**config.mk**
```make
export PLATFORM = sky130hd
export DESIGN_NAME = rbcp_top
export DESIGN_NICKNAME = d
export VERILOG_FILES = /design/src/rbcp_top.v /design/src/rbcp_sync.v /design/src/rbcp_checker.v
export VERILOG_INCLUDE_DIRS = /design/src
export SDC_FILE = /design/constraint.sdc
export NUM_CORES = 1
export LEC_CHECK = 0
export BUFFER_PORTS_ARGS = -buffer_cell sky130_fd_sc_hd__buf_2
export CORE_MARGIN = 8
export CORE_UTILIZATION = 40
export CTS_BUF_LIST = sky130_fd_sc_hd__clkbuf_4
export CTS_CLUSTER_DIAMETER = 150
export DETAILED_ROUTE_END_ITERATION = 7
export GPL_TIMING_DRIVEN = 0
export PLACE_DENSITY_LB_ADDON = 0.15
export SLEW_MARGIN = 30
export SYNTH_ARGS = -nofsm -noshare
export SYNTH_HDL_FRONTEND = slang
export SYNTH_SLANG_ARGS = --single-unit
export TNS_END_PERCENT = 30
```
**constraint.sdc**
```tcl
create_clock -name ref_clk -period 3.1 [get_ports ref_clk]
set_clock_uncertainty 0.05 [all_clocks]
set_input_delay 0.62 -clock ref_clk [delete_from_list [all_inputs] [get_ports ref_clk]]
set_output_delay 0.62 -clock ref_clk [all_outputs]
set_load 0.005 [all_outputs]
```
**src/rbcp_defines.vh**
```
// Purpose: Shared constants of the receive self-test and channel power block
// Assumes: One 20 MHz clock, two receive channels
// Notes: Bank offsets and latch bit positions are used only by rbcp_top; status bit positions by no module; checker constants by rbcp_checker
`ifndef RBCP_DEFINES_VH
`define RBCP_DEFINES_VH

// ****************************************
// Register offsets (4-bit bank address)
// ****************************************
`define RBCP_BANK_CHA 4'h0
`define RBCP_BANK_CHB 4'h1
`define RBCP_STAT_CHA 4'h2
`define RBCP_STAT_CHB 4'h3

// ****************************************
// Latch bank fields
// ****************************************
`define RBCP_F_RXPWR 0
`define RBCP_F_RDRV1 1
`define RBCP_F_RDRV2 2
`define RBCP_F_TDRV1 3
`define RBCP_F_TDRV2 4
`define RBCP_F_MODE_LO 5
`define RBCP_F_MODE_HI 6
`define RBCP_LATCH_RST 7'h00
`define RBCP_MODE_CHECK 2'h2

// ****************************************
// Status register fields
// ****************************************
`define RBCP_S_LOCK 0
`define RBCP_S_FAULT 1
`define RBCP_S_SETTLE 2
`define RBCP_S_STATE_LO 3
`define RBCP_S_STATE_HI 4
`define RBCP_S_CODE_LO 5
`define RBCP_S_CODE_HI 7

// ****************************************
// Checker constants
// ****************************************
`define RBCP_LFSR_SEED 9'h1FF
`define RBCP_LOOP_LAST 9'h1FE
`define RBCP_ABORT_LIMIT 5'h10
`define RBCP_ST_START 2'h0
`define RBCP_ST_WAIT 2'h1
`define RBCP_ST_CMP 2'h2

// Status codes, bit order {status bit, data bit 0, data bit 1}
`define RBCP_CODE_MATCH 3'h0
`define RBCP_CODE_ERR 3'h1
`define RBCP_CODE_LOOP_ERR 3'h2
`define RBCP_CODE_LOOP_OK 3'h4
`define RBCP_CODE_WAIT 3'h6

// ****************************************
// Timing
// ****************************************
`define RBCP_CLK_NS 50
`define RBCP_SETTLE_NS 250000

`endif

```
**src/rbcp_top.v**
```verilog
// Purpose: Receive channel power, reclocker path and self-test output for two channels
// Assumes: Received characters arrive on ref_clk with a valid pulse; lock pins are asynchronous
// Notes: Latch banks are writable and readable over the plain register port

`include "rbcp_defines.vh"

module rbcp_top #(
  parameter SETTLE_CYCLES = (`RBCP_SETTLE_NS + `RBCP_CLK_NS - 1) / `RBCP_CLK_NS
) (
  input wire ref_clk,
  input wire rst_n,
  input wire [3:0] cfg_addr,
  input wire [7:0] cfg_wdata,
  input wire config_write_strobe_n,
  input wire cfg_rd,
  output reg [7:0] cfg_rdata,
  input wire [19:0] rx_char_in,
  input wire [1:0] rx_char_valid,
  input wire [1:0] rx_pll_lock,
  output wire [19:0] rx_parallel_char,
  output wire [1:0] rx_parallel_valid,
  output wire [1:0] selftest_status_bit,
  output wire [1:0] link_fault_indicator_n,
  output wire [19:0] reclock_char,
  output wire [1:0] reclock_char_valid,
  output wire [1:0] reclock_driver_one_enable,
  output wire [1:0] reclock_driver_two_enable,
  output wire [1:0] reclock_logic_power,
  output wire [1:0] reclock_settling,
  output wire [1:0] rx_channel_power_latch,
  output wire [1:0] tx_driver_one_enable,
  output wire [1:0] tx_driver_two_enable,
  output wire [1:0] tx_logic_power
);

  // ****************************************
  // Local constants
  // ****************************************
  localparam [12:0] SETTLE_LOAD = SETTLE_CYCLES[12:0];
  localparam [12:0] SETTLE_ZERO = 13'h0000;

  // ****************************************
  // Shared write decode
  // ****************************************
  wire wr_en;
  wire [13:0] latch_flat;
  wire [15:0] status_flat;
  reg [7:0] rdata_d;

  assign wr_en = ~config_write_strobe_n;

  // ****************************************
  // Per-channel logic
  // ****************************************
  genvar ch;
  generate
    for (ch = 0; ch < 2; ch = ch + 1) begin : g_ch
      reg [6:0] latch_q;
      reg pwr_q;
      reg reclk_pwr_q;
      reg tx_pwr_q;
      reg lfi_n_q;
      reg [12:0] settle_q;
      reg [9:0] char_d1_q;
      reg valid_d1_q;
      reg [9:0] par_q;
      reg par_valid_q;
      reg st_bit_q;
      reg [9:0] reclk_q;
      reg reclk_valid_q;
      reg settling_q;
      reg [7:0] status_q;
      wire lock_s;
      wire rx_take;
      wire rclk_on;
      wire tx_on;
      wire check_en;
      wire [2:0] code;
      wire [1:0] chk_state;
      wire [9:0] char_in;
      wire [3:0] bank;

      assign char_in = rx_char_in[ch*10 +: 10];
      assign bank = (ch == 0) ? `RBCP_BANK_CHA : `RBCP_BANK_CHB;
      assign check_en = pwr_q && (latch_q[`RBCP_F_MODE_HI:`RBCP_F_MODE_LO] == `RBCP_MODE_CHECK);
      assign rx_take = rx_char_valid[ch] & pwr_q;
      assign rclk_on = latch_q[`RBCP_F_RDRV1] | latch_q[`RBCP_F_RDRV2];
      assign tx_on = latch_q[`RBCP_F_TDRV1] | latch_q[`RBCP_F_TDRV2];

      rbcp_sync u_lock_sync (
        .clk(ref_clk),
        .rst_n(rst_n),
        .d(rx_pll_lock[ch]),
        .q(lock_s)
      );

      // ****************************************
      // Configuration latch bank
      // ****************************************
      // Reset value clears drivers, power and self-test mode
      always @(posedge ref_clk or negedge rst_n) begin
        if (!rst_n) begin
          latch_q <= `RBCP_LATCH_RST;
        end else if (wr_en && cfg_addr == bank) begin
          latch_q <= cfg_wdata[6:0];
        end
      end

      // ****************************************
      // Power controls
      // ****************************************
      always @(posedge ref_clk or negedge rst_n) begin
        if (!rst_n) begin
          pwr_q <= 1'b0;
          lfi_n_q <= 1'b0;
        end else begin
          pwr_q <= latch_q[`RBCP_F_RXPWR];
          // Fault is low; a powered-down channel holds it low
          lfi_n_q <= latch_q[`RBCP_F_RXPWR] & lock_s;
        end
      end

      // Driver logic powers down only when both of its drivers are off
      always @(posedge ref_clk or negedge rst_n) begin
        if (!rst_n) begin
          reclk_pwr_q <= 1'b0;
          tx_pwr_q <= 1'b0;
        end else begin
          reclk_pwr_q <= rclk_on;
          tx_pwr_q <= tx_on;
        end
      end

      // Settle flag after reclocker wakes from full power-down, a hint for software
      always @(posedge ref_clk or negedge rst_n) begin
        if (!rst_n) begin
          settle_q <= SETTLE_ZERO;
          settling_q <= 1'b0;
        end else if (!reclk_pwr_q && rclk_on) begin
          settle_q <= SETTLE_LOAD;
          settling_q <= 1'b1;
        end else if (settle_q != SETTLE_ZERO) begin
          settle_q <= settle_q - 13'h0001;
          settling_q <= (settle_q != 13'h0001);
        end else begin
          settling_q <= 1'b0;
        end
      end

      // ****************************************
      // Pattern checker
      // ****************************************
      rbcp_checker u_chk (
        .clk(ref_clk),
        .rst_n(rst_n),
        .check_en(check_en),
        .locked(lock_s),
        .char_valid(rx_char_valid[ch] & pwr_q),
        .char_in(char_in),
        .status_code(code),
        .state(chk_state)
      );

      // ****************************************
      // Parallel output
      // ****************************************
      // One stage of delay lets the checker code line up with its character
      always @(posedge ref_clk or negedge rst_n) begin
        if (!rst_n) begin
          char_d1_q <= 10'h000;
          valid_d1_q <= 1'b0;
          par_q <= 10'h000;
          par_valid_q <= 1'b0;
        end else begin
          char_d1_q <= char_in;
          valid_d1_q <= rx_take;
          par_valid_q <= valid_d1_q;
          if (valid_d1_q) begin
            if (check_en) begin
              // Low bits carry {data bit 1, data bit 0} = {code[0], code[1]}
              par_q <= {char_d1_q[9:2], code[0], code[1]};
            end else begin
              par_q <= char_d1_q;
            end
          end
        end
      end

      // Status bit drops as soon as checking ends, not at the next character
      always @(posedge ref_clk or negedge rst_n) begin
        if (!rst_n) begin
          st_bit_q <= 1'b0;
        end else if (!check_en) begin
          st_bit_q <= 1'b0;
        end else if (valid_d1_q) begin
          st_bit_q <= code[2];
        end
      end

      // ****************************************
      // Reclocker path
      // ****************************************
      // Reclocker runs only while one of its drivers is on
      always @(posedge ref_clk or negedge rst_n) begin
        if (!rst_n) begin
          reclk_q <= 10'h000;
          reclk_valid_q <= 1'b0;
        end else begin
          reclk_valid_q <= rx_take & reclk_pwr_q;
          if (rx_take && reclk_pwr_q) begin
            reclk_q <= char_in;
          end
        end
      end

      // ****************************************
      // Status snapshot
      // ****************************************
      // A registered copy keeps the read path short; reads lag one cycle
      always @(posedge ref_clk or negedge rst_n) begin
        if (!rst_n) begin
          status_q <= 8'h00;
        end else begin
          status_q <= {code, chk_state, settling_q, ~lfi_n_q, lock_s};
        end
      end

      assign latch_flat[ch*7 +: 7] = latch_q;
      assign status_flat[ch*8 +: 8] = status_q;
      assign rx_parallel_char[ch*10 +: 10] = par_q;
      assign rx_parallel_valid[ch] = par_valid_q;
      assign selftest_status_bit[ch] = st_bit_q;
      assign link_fault_indicator_n[ch] = lfi_n_q;
      assign reclock_char[ch*10 +: 10] = reclk_q;
      assign reclock_char_valid[ch] = reclk_valid_q;
      assign reclock_driver_one_enable[ch] = latch_q[`RBCP_F_RDRV1];
      assign reclock_driver_two_enable[ch] = latch_q[`RBCP_F_RDRV2];
      assign reclock_logic_power[ch] = reclk_pwr_q;
      assign rx_channel_power_latch[ch] = pwr_q;
      assign tx_driver_one_enable[ch] = latch_q[`RBCP_F_TDRV1];
      assign tx_driver_two_enable[ch] = latch_q[`RBCP_F_TDRV2];
      assign tx_logic_power[ch] = tx_pwr_q;
      assign reclock_settling[ch] = settling_q;
    end
  endgenerate

  // ****************************************
  // Register read port
  // ****************************************
  // Unmapped banks read as zero so software can probe the map safely
  always @* begin
    case (cfg_addr)
      `RBCP_BANK_CHA: rdata_d = {1'b0, latch_flat[6:0]};
      `RBCP_BANK_CHB: rdata_d = {1'b0, latch_flat[13:7]};
      `RBCP_STAT_CHA: rdata_d = status_flat[7:0];
      `RBCP_STAT_CHB: rdata_d = status_flat[15:8];
      default: rdata_d = 8'h00;
    endcase
  end

  // Data stands only in the cycle after the read strobe
  always @(posedge ref_clk or negedge rst_n) begin
    if (!rst_n) begin
      cfg_rdata <= 8'h00;
    end else if (cfg_rd) begin
      cfg_rdata <= rdata_d;
    end else begin
      cfg_rdata <= 8'h00;
    end
  end

endmodule // rbcp_top

```
**src/rbcp_sync.v**
```verilog
// Purpose: Two-stage synchroniser for a level from outside the clock domain
// Assumes: Input is a slow level
// Notes: First stage feeds only the second stage
module rbcp_sync (
  input wire clk,
  input wire rst_n,
  input wire d,
  output wire q
);
  reg meta_q;
  reg sync_q;

  always @(posedge clk or negedge rst_n) begin
    if (!rst_n) begin
      meta_q <= 1'b0;
      sync_q <= 1'b0;
    end else begin
      meta_q <= d;
      sync_q <= meta_q;
    end
  end

  assign q = sync_q;
endmodule // rbcp_sync

```
**src/rbcp_checker.v**
```verilog
// Purpose: Receive pattern checker with 9-bit LFSR and abort/resync control
// Assumes: char_valid marks one deserialised character per pulse
// Notes: status_code updates on the cycle after each valid character
`include "rbcp_defines.vh"
module rbcp_checker (
  input wire clk,
  input wire rst_n,
  input wire check_en,
  input wire locked,
  input wire char_valid,
  input wire [9:0] char_in,
  output reg [2:0] status_code,
  output reg [1:0] state
);
  reg [8:0] lfsr_q;
  reg [8:0] pos_q;
  reg [4:0] diff_q;
  reg loop_err_q;
  wire [8:0] lfsr_nxt;
  wire [9:0] expect_char;
  wire match;
  wire last;

  // x^9 + x^5 + 1 gives the full 511-state cycle
  assign lfsr_nxt = {lfsr_q[7:0], lfsr_q[8] ^ lfsr_q[4]};
  assign expect_char = {lfsr_q, ^lfsr_q};
  assign match = (char_in == expect_char);
  assign last = (pos_q == `RBCP_LOOP_LAST);

  always @(posedge clk or negedge rst_n) begin
    if (!rst_n) begin
      state <= `RBCP_ST_START;
      lfsr_q <= `RBCP_LFSR_SEED;
      pos_q <= 9'h000;
      diff_q <= 5'h00;
      loop_err_q <= 1'b0;
      status_code <= `RBCP_CODE_WAIT;
    end else if (!check_en || !locked) begin
      // Loss of lock overrides every state
      state <= `RBCP_ST_START;
      lfsr_q <= `RBCP_LFSR_SEED;
      status_code <= `RBCP_CODE_WAIT;
    end else begin
      case (state)
        `RBCP_ST_START: begin
          state <= `RBCP_ST_WAIT;
          lfsr_q <= `RBCP_LFSR_SEED;
          pos_q <= 9'h000;
          diff_q <= 5'h00;
          loop_err_q <= 1'b0;
          status_code <= `RBCP_CODE_WAIT;
        end
        `RBCP_ST_WAIT: begin
          if (char_valid) begin
            if (match) begin
              // Sync on the first sequence character
              state <= `RBCP_ST_CMP;
              lfsr_q <= lfsr_nxt;
              pos_q <= 9'h001;
              diff_q <= 5'h00;
              loop_err_q <= 1'b0;
              status_code <= `RBCP_CODE_MATCH;
            end else begin
              status_code <= `RBCP_CODE_WAIT;
            end
          end
        end
        `RBCP_ST_CMP: begin
          if (char_valid) begin
            if (!match && diff_q == `RBCP_ABORT_LIMIT) begin
              state <= `RBCP_ST_WAIT;
              lfsr_q <= `RBCP_LFSR_SEED;
              pos_q <= 9'h000;
              diff_q <= 5'h00;
              status_code <= `RBCP_CODE_ERR;
            end else begin
              lfsr_q <= lfsr_nxt;
              pos_q <= last ? 9'h000 : pos_q + 9'h001;
              if (!match)
                diff_q <= diff_q + 5'h01;
              else if (diff_q != 5'h00)
                diff_q <= diff_q - 5'h01;
              // Loop code stands for every character of the loop, this one included
              if (last)
                status_code <= (loop_err_q || !match) ? `RBCP_CODE_LOOP_ERR : `RBCP_CODE_LOOP_OK;
              else
                status_code <= match ? `RBCP_CODE_MATCH : `RBCP_CODE_ERR;
              loop_err_q <= last ? 1'b0 : (loop_err_q | ~match);
            end
          end
        end
        default: begin
          state <= `RBCP_ST_START;
        end
      endcase
    end
  end
endmodule // rbcp_checker

```
==> results.cfg <==
[status]
status = complete, no violations

[final_layout]
final_common_cell = dfrtp_1
finalInstanceArea_um2 = 11420
final_cell_mix = 182 x dfrtp_1, 108 x buf_2, 87 x clkbuf_4, 79 x nand2_1, 75 x mux2_2
drive_gt1_frac = 0.3551
multi_input_area_um2 = 4083
area_growth_pct = 19.96
seq_area_um2 = 5132
layout.nets = 1067
fill_cells = 2245
fin_cells = 1362
final_util = 0.4882

[grt]
grt_pass1_wl_um = 36050
antenna_found_initial = 1
grt_pass1_vias = 6920
grt_max_degree = 79
grt_remaining_overflow = 0
grt.total_usage = 0.1506

[cts]
cts_sinks = 204
htreeDepth = 2
clk_pin_slew_ps = 60
clk_latency_ps = 650
cts_tree = done
numCtsBuffers = 55
cts_root_buf = clkbuf_4
clk_path_buf_depth = 3

[yosys]
yosysUniqueCellTypes = 68
synthCells = 822
synth_area_um2 = 9524
yosysSeqAreaShare = 0.5389
avgSynthCellArea_um2 = 11.59
syn-num-nets = 888
ys_warn_count = 0
synth_top_flop_cell = dfrtp_1
ys_ff_latch = 204
synth_edf_count = 0
postSynth.asyncResetShare = 1.000

[place]
dp.cells = 1251
dpl_cell_area_um2 = 10560
portBuffers = 108
hpwl_um = 14800
globalplace.congestion = 0.7882

[detailed_routing]
drcViolationCount = 0
drt_pass1_iterations = 5
wl_um = 21200
first_iter_violations = 370
vias_per_cell = 4.957
via_count = 6752
wl_per_cell_um = 15.57
antenna_left = 0

[floorplanning]
io_pins = 112
die_y_um = 170.3
dieArea_um2 = 29000
core_um2 = 23400
fp-row-count = 56
dieWidth_um = 170.3
initial_core_util = 0.4070

[critical_path]
r2r_start = g_ch[0].u_chk.lfsr_q[5]
r2r-end = g_ch[0].u_chk.diff_q[4]
crit_path_end_kind = flip-flop
startpoint = g_ch[0].u_chk.lfsr_q[5]
path_buf_inv = 2
cp-start-kind = flip-flop
max_stage_delay_ps = 560
critPathKind = flip-flop to flip-flop
cp_top_family = XOR/XNOR gates
rrSetupSlack_ps = 10
cp_slowest_cell = dfstp_2
cp.arrival_ps = 3590
path_max_fanout = 6
reg2regPathDepth = 12
cp_num_cells = 12
crit_end = g_ch[0].u_chk.diff_q[4]
crit_required_ps = 3610
path_cells = xnor2_2, xnor3_1, xnor2_2, or2_1, buf_6, inv_8, fa_2, a21o_1, a21o_1, or3_1, a211o_1, o211ai_1

[min_path]
hold_path_depth = 1
hold_path_class = primary input to flip-flop

[sta]
maxSlewHeadroom = 0.3220
fmax_ghz = 0.3241
finalHoldViolCount = 0
fin_crit_ps = 3086
setup_violations = 0
finalCritPeriodShare = 0.9953
whs_ps = 72.15
drv_slew = 0
tightest_slew_ps = 1008
rsz0062_at_grt = yes

[run]
cap_violations = 0

[power]
p_leak_nw = 5.167
ir_drop_uv = 290.8
p_per_area_nw_per_um2 = 633.6
[sequential cells by signal, summed over array words and instances, names as in the netlist, 4 cells and up]
| signal | count |
|---|---|
| g_ch.latch_q | 14 |
| g_ch.settle_q | 26 |
| g_ch.u_chk.status_code | 6 |
| g_ch.u_chk.diff_q | 10 |
| g_ch.status_q | 16 |
| g_ch.u_chk.state | 4 |
| g_ch.u_chk.pos_q | 18 |
| g_ch.char_d1_q | 20 |
| g_ch.u_chk.lfsr_q | 18 |
| g_ch.reclk_q | 20 |
| g_ch.par_q | 20 |
| cfg_rdata | 8 |
[worst min-delay path by stage]
stage | start | endpoint | slack [ps]
after floorplan | rst_n | cfg_rdata[0] | 270
after global placement | g_ch[1].u_lock_sync.meta_q | g_ch[1].u_lock_sync.q | 290
after detailed placement | g_ch[1].u_lock_sync.meta_q | g_ch[1].u_lock_sync.q | 290
after CTS | rx_char_in[14] | g_ch[1].char_d1_q[4] | 8
after global routing | rx_char_in[14] | g_ch[1].char_d1_q[4] | 4
final | rx_char_in[14] | g_ch[1].char_d1_q[4] | 70
[report_power, final]
group	total, W	switching, W	internal, W
clock	0.00234	0.00108	0.00126
sequential	0.00341	0.000302	0.00311
combinational	0.00148	0.000705	0.000778
[worst reg2reg max path, delay by kind of cell, from the launching register on]
| kind | cells | cell delay [ps] |
|---|---|---|
| buffers and inverters | 2 | 150 |
| AND/OR/NAND/NOR | 2 | 500 |
| flip-flops | 1 | 560 |
| adder cells (fa/ha/maj) | 1 | 340 |
| AO/OA/AOI/OAI | 4 | 680 |
| XOR/XNOR | 3 | 730 |
[cell families (layout without fill, tap and decap cells)]
logic type,Yosys count,in the layout,synth area share
DFF,204,204,0.5389
other,0,1,0
and+or+nand+nor,262,262,0.1347
muxes,90,90,0.1136
AOI/OAI and AO/OA,114,114,0.08579
buffers and inverters,73,293,0.03967
adders and majority gates,26,26,0.03573
xor gates and xnor gates,53,53,0.05163
[what timing repair did]
item                                    4_1_cts  5_1_grt
gates resized for setup                       7        8
setup buffers                                 7        3
cloned                                        0        0
hold endpoints to repair                     50        0
endpoints found under the setup margin       13       28
hold buffers                                  4        0
pin swaps                                     4        6
[layer usage]
| layer | global-route usage | vias to the layer above | wire (um) |
|---|---|---|---|
| li1 | - | 3270 | - |
| met1 | 0.2108 | 3303 | 10060 |
| met2 | 0.2257 | 144 | 9510 |
| met3 | 0.03823 | 35 | 1250 |
| met4 | 0.04653 | 0 | 386 |
| met5 | 0 | - | 0 |
[per-stage QoR]
stage / TNS [ps] / worst slack [ps] / total power [W]
after floorplan: -28.35 / -28.35 / 0.004309
after global placement: -422570 / -2214 / 0.004930
after detailed placement: -3011 / -413.7 / 0.004969
after CTS: -40.74 / -20.38 / 0.007401
after global routing: -269.2 / -136.9 / 0.007761
final: 0 / 14.46 / 0.007238
[cell type report]
class	instances	share of cell area
repair buffers	124	0.06308
clock inverters	11	0.003943
plain buffers	44	0.02387
flip-flops and latches	204	0.4492
well taps	319	0.03494
inverters	27	0.01019
clock buffers	87	0.05717
multi-input cells	545	0.3574
diodes	1	0.0002190
[cells in the mapped netlist (10+ instances only)]
cell type  number  area [um2]
a21oi_1        25       125.1
a22o_1         12       105.1
and3_1         18       112.6
buf_4          24       180.2
clkbuf_1       14       52.55
dfrtp_1       182        4554
dfstp_2        22       578.1
ha_1           24       300.3
inv_1          24       90.09
mux2_2         75       844.6
nand2_1        79       296.5
nand3_1        15       75.07
nor2_1         58       217.7
nor2b_1        10       62.56
nor3_1         17       85.08
nor4_1         15       93.84
o21ai_0        24       120.1
xnor2_1        32       280.3
xor2_1         19       166.4
No activity file was read; power rests on OpenSTA's default activity.
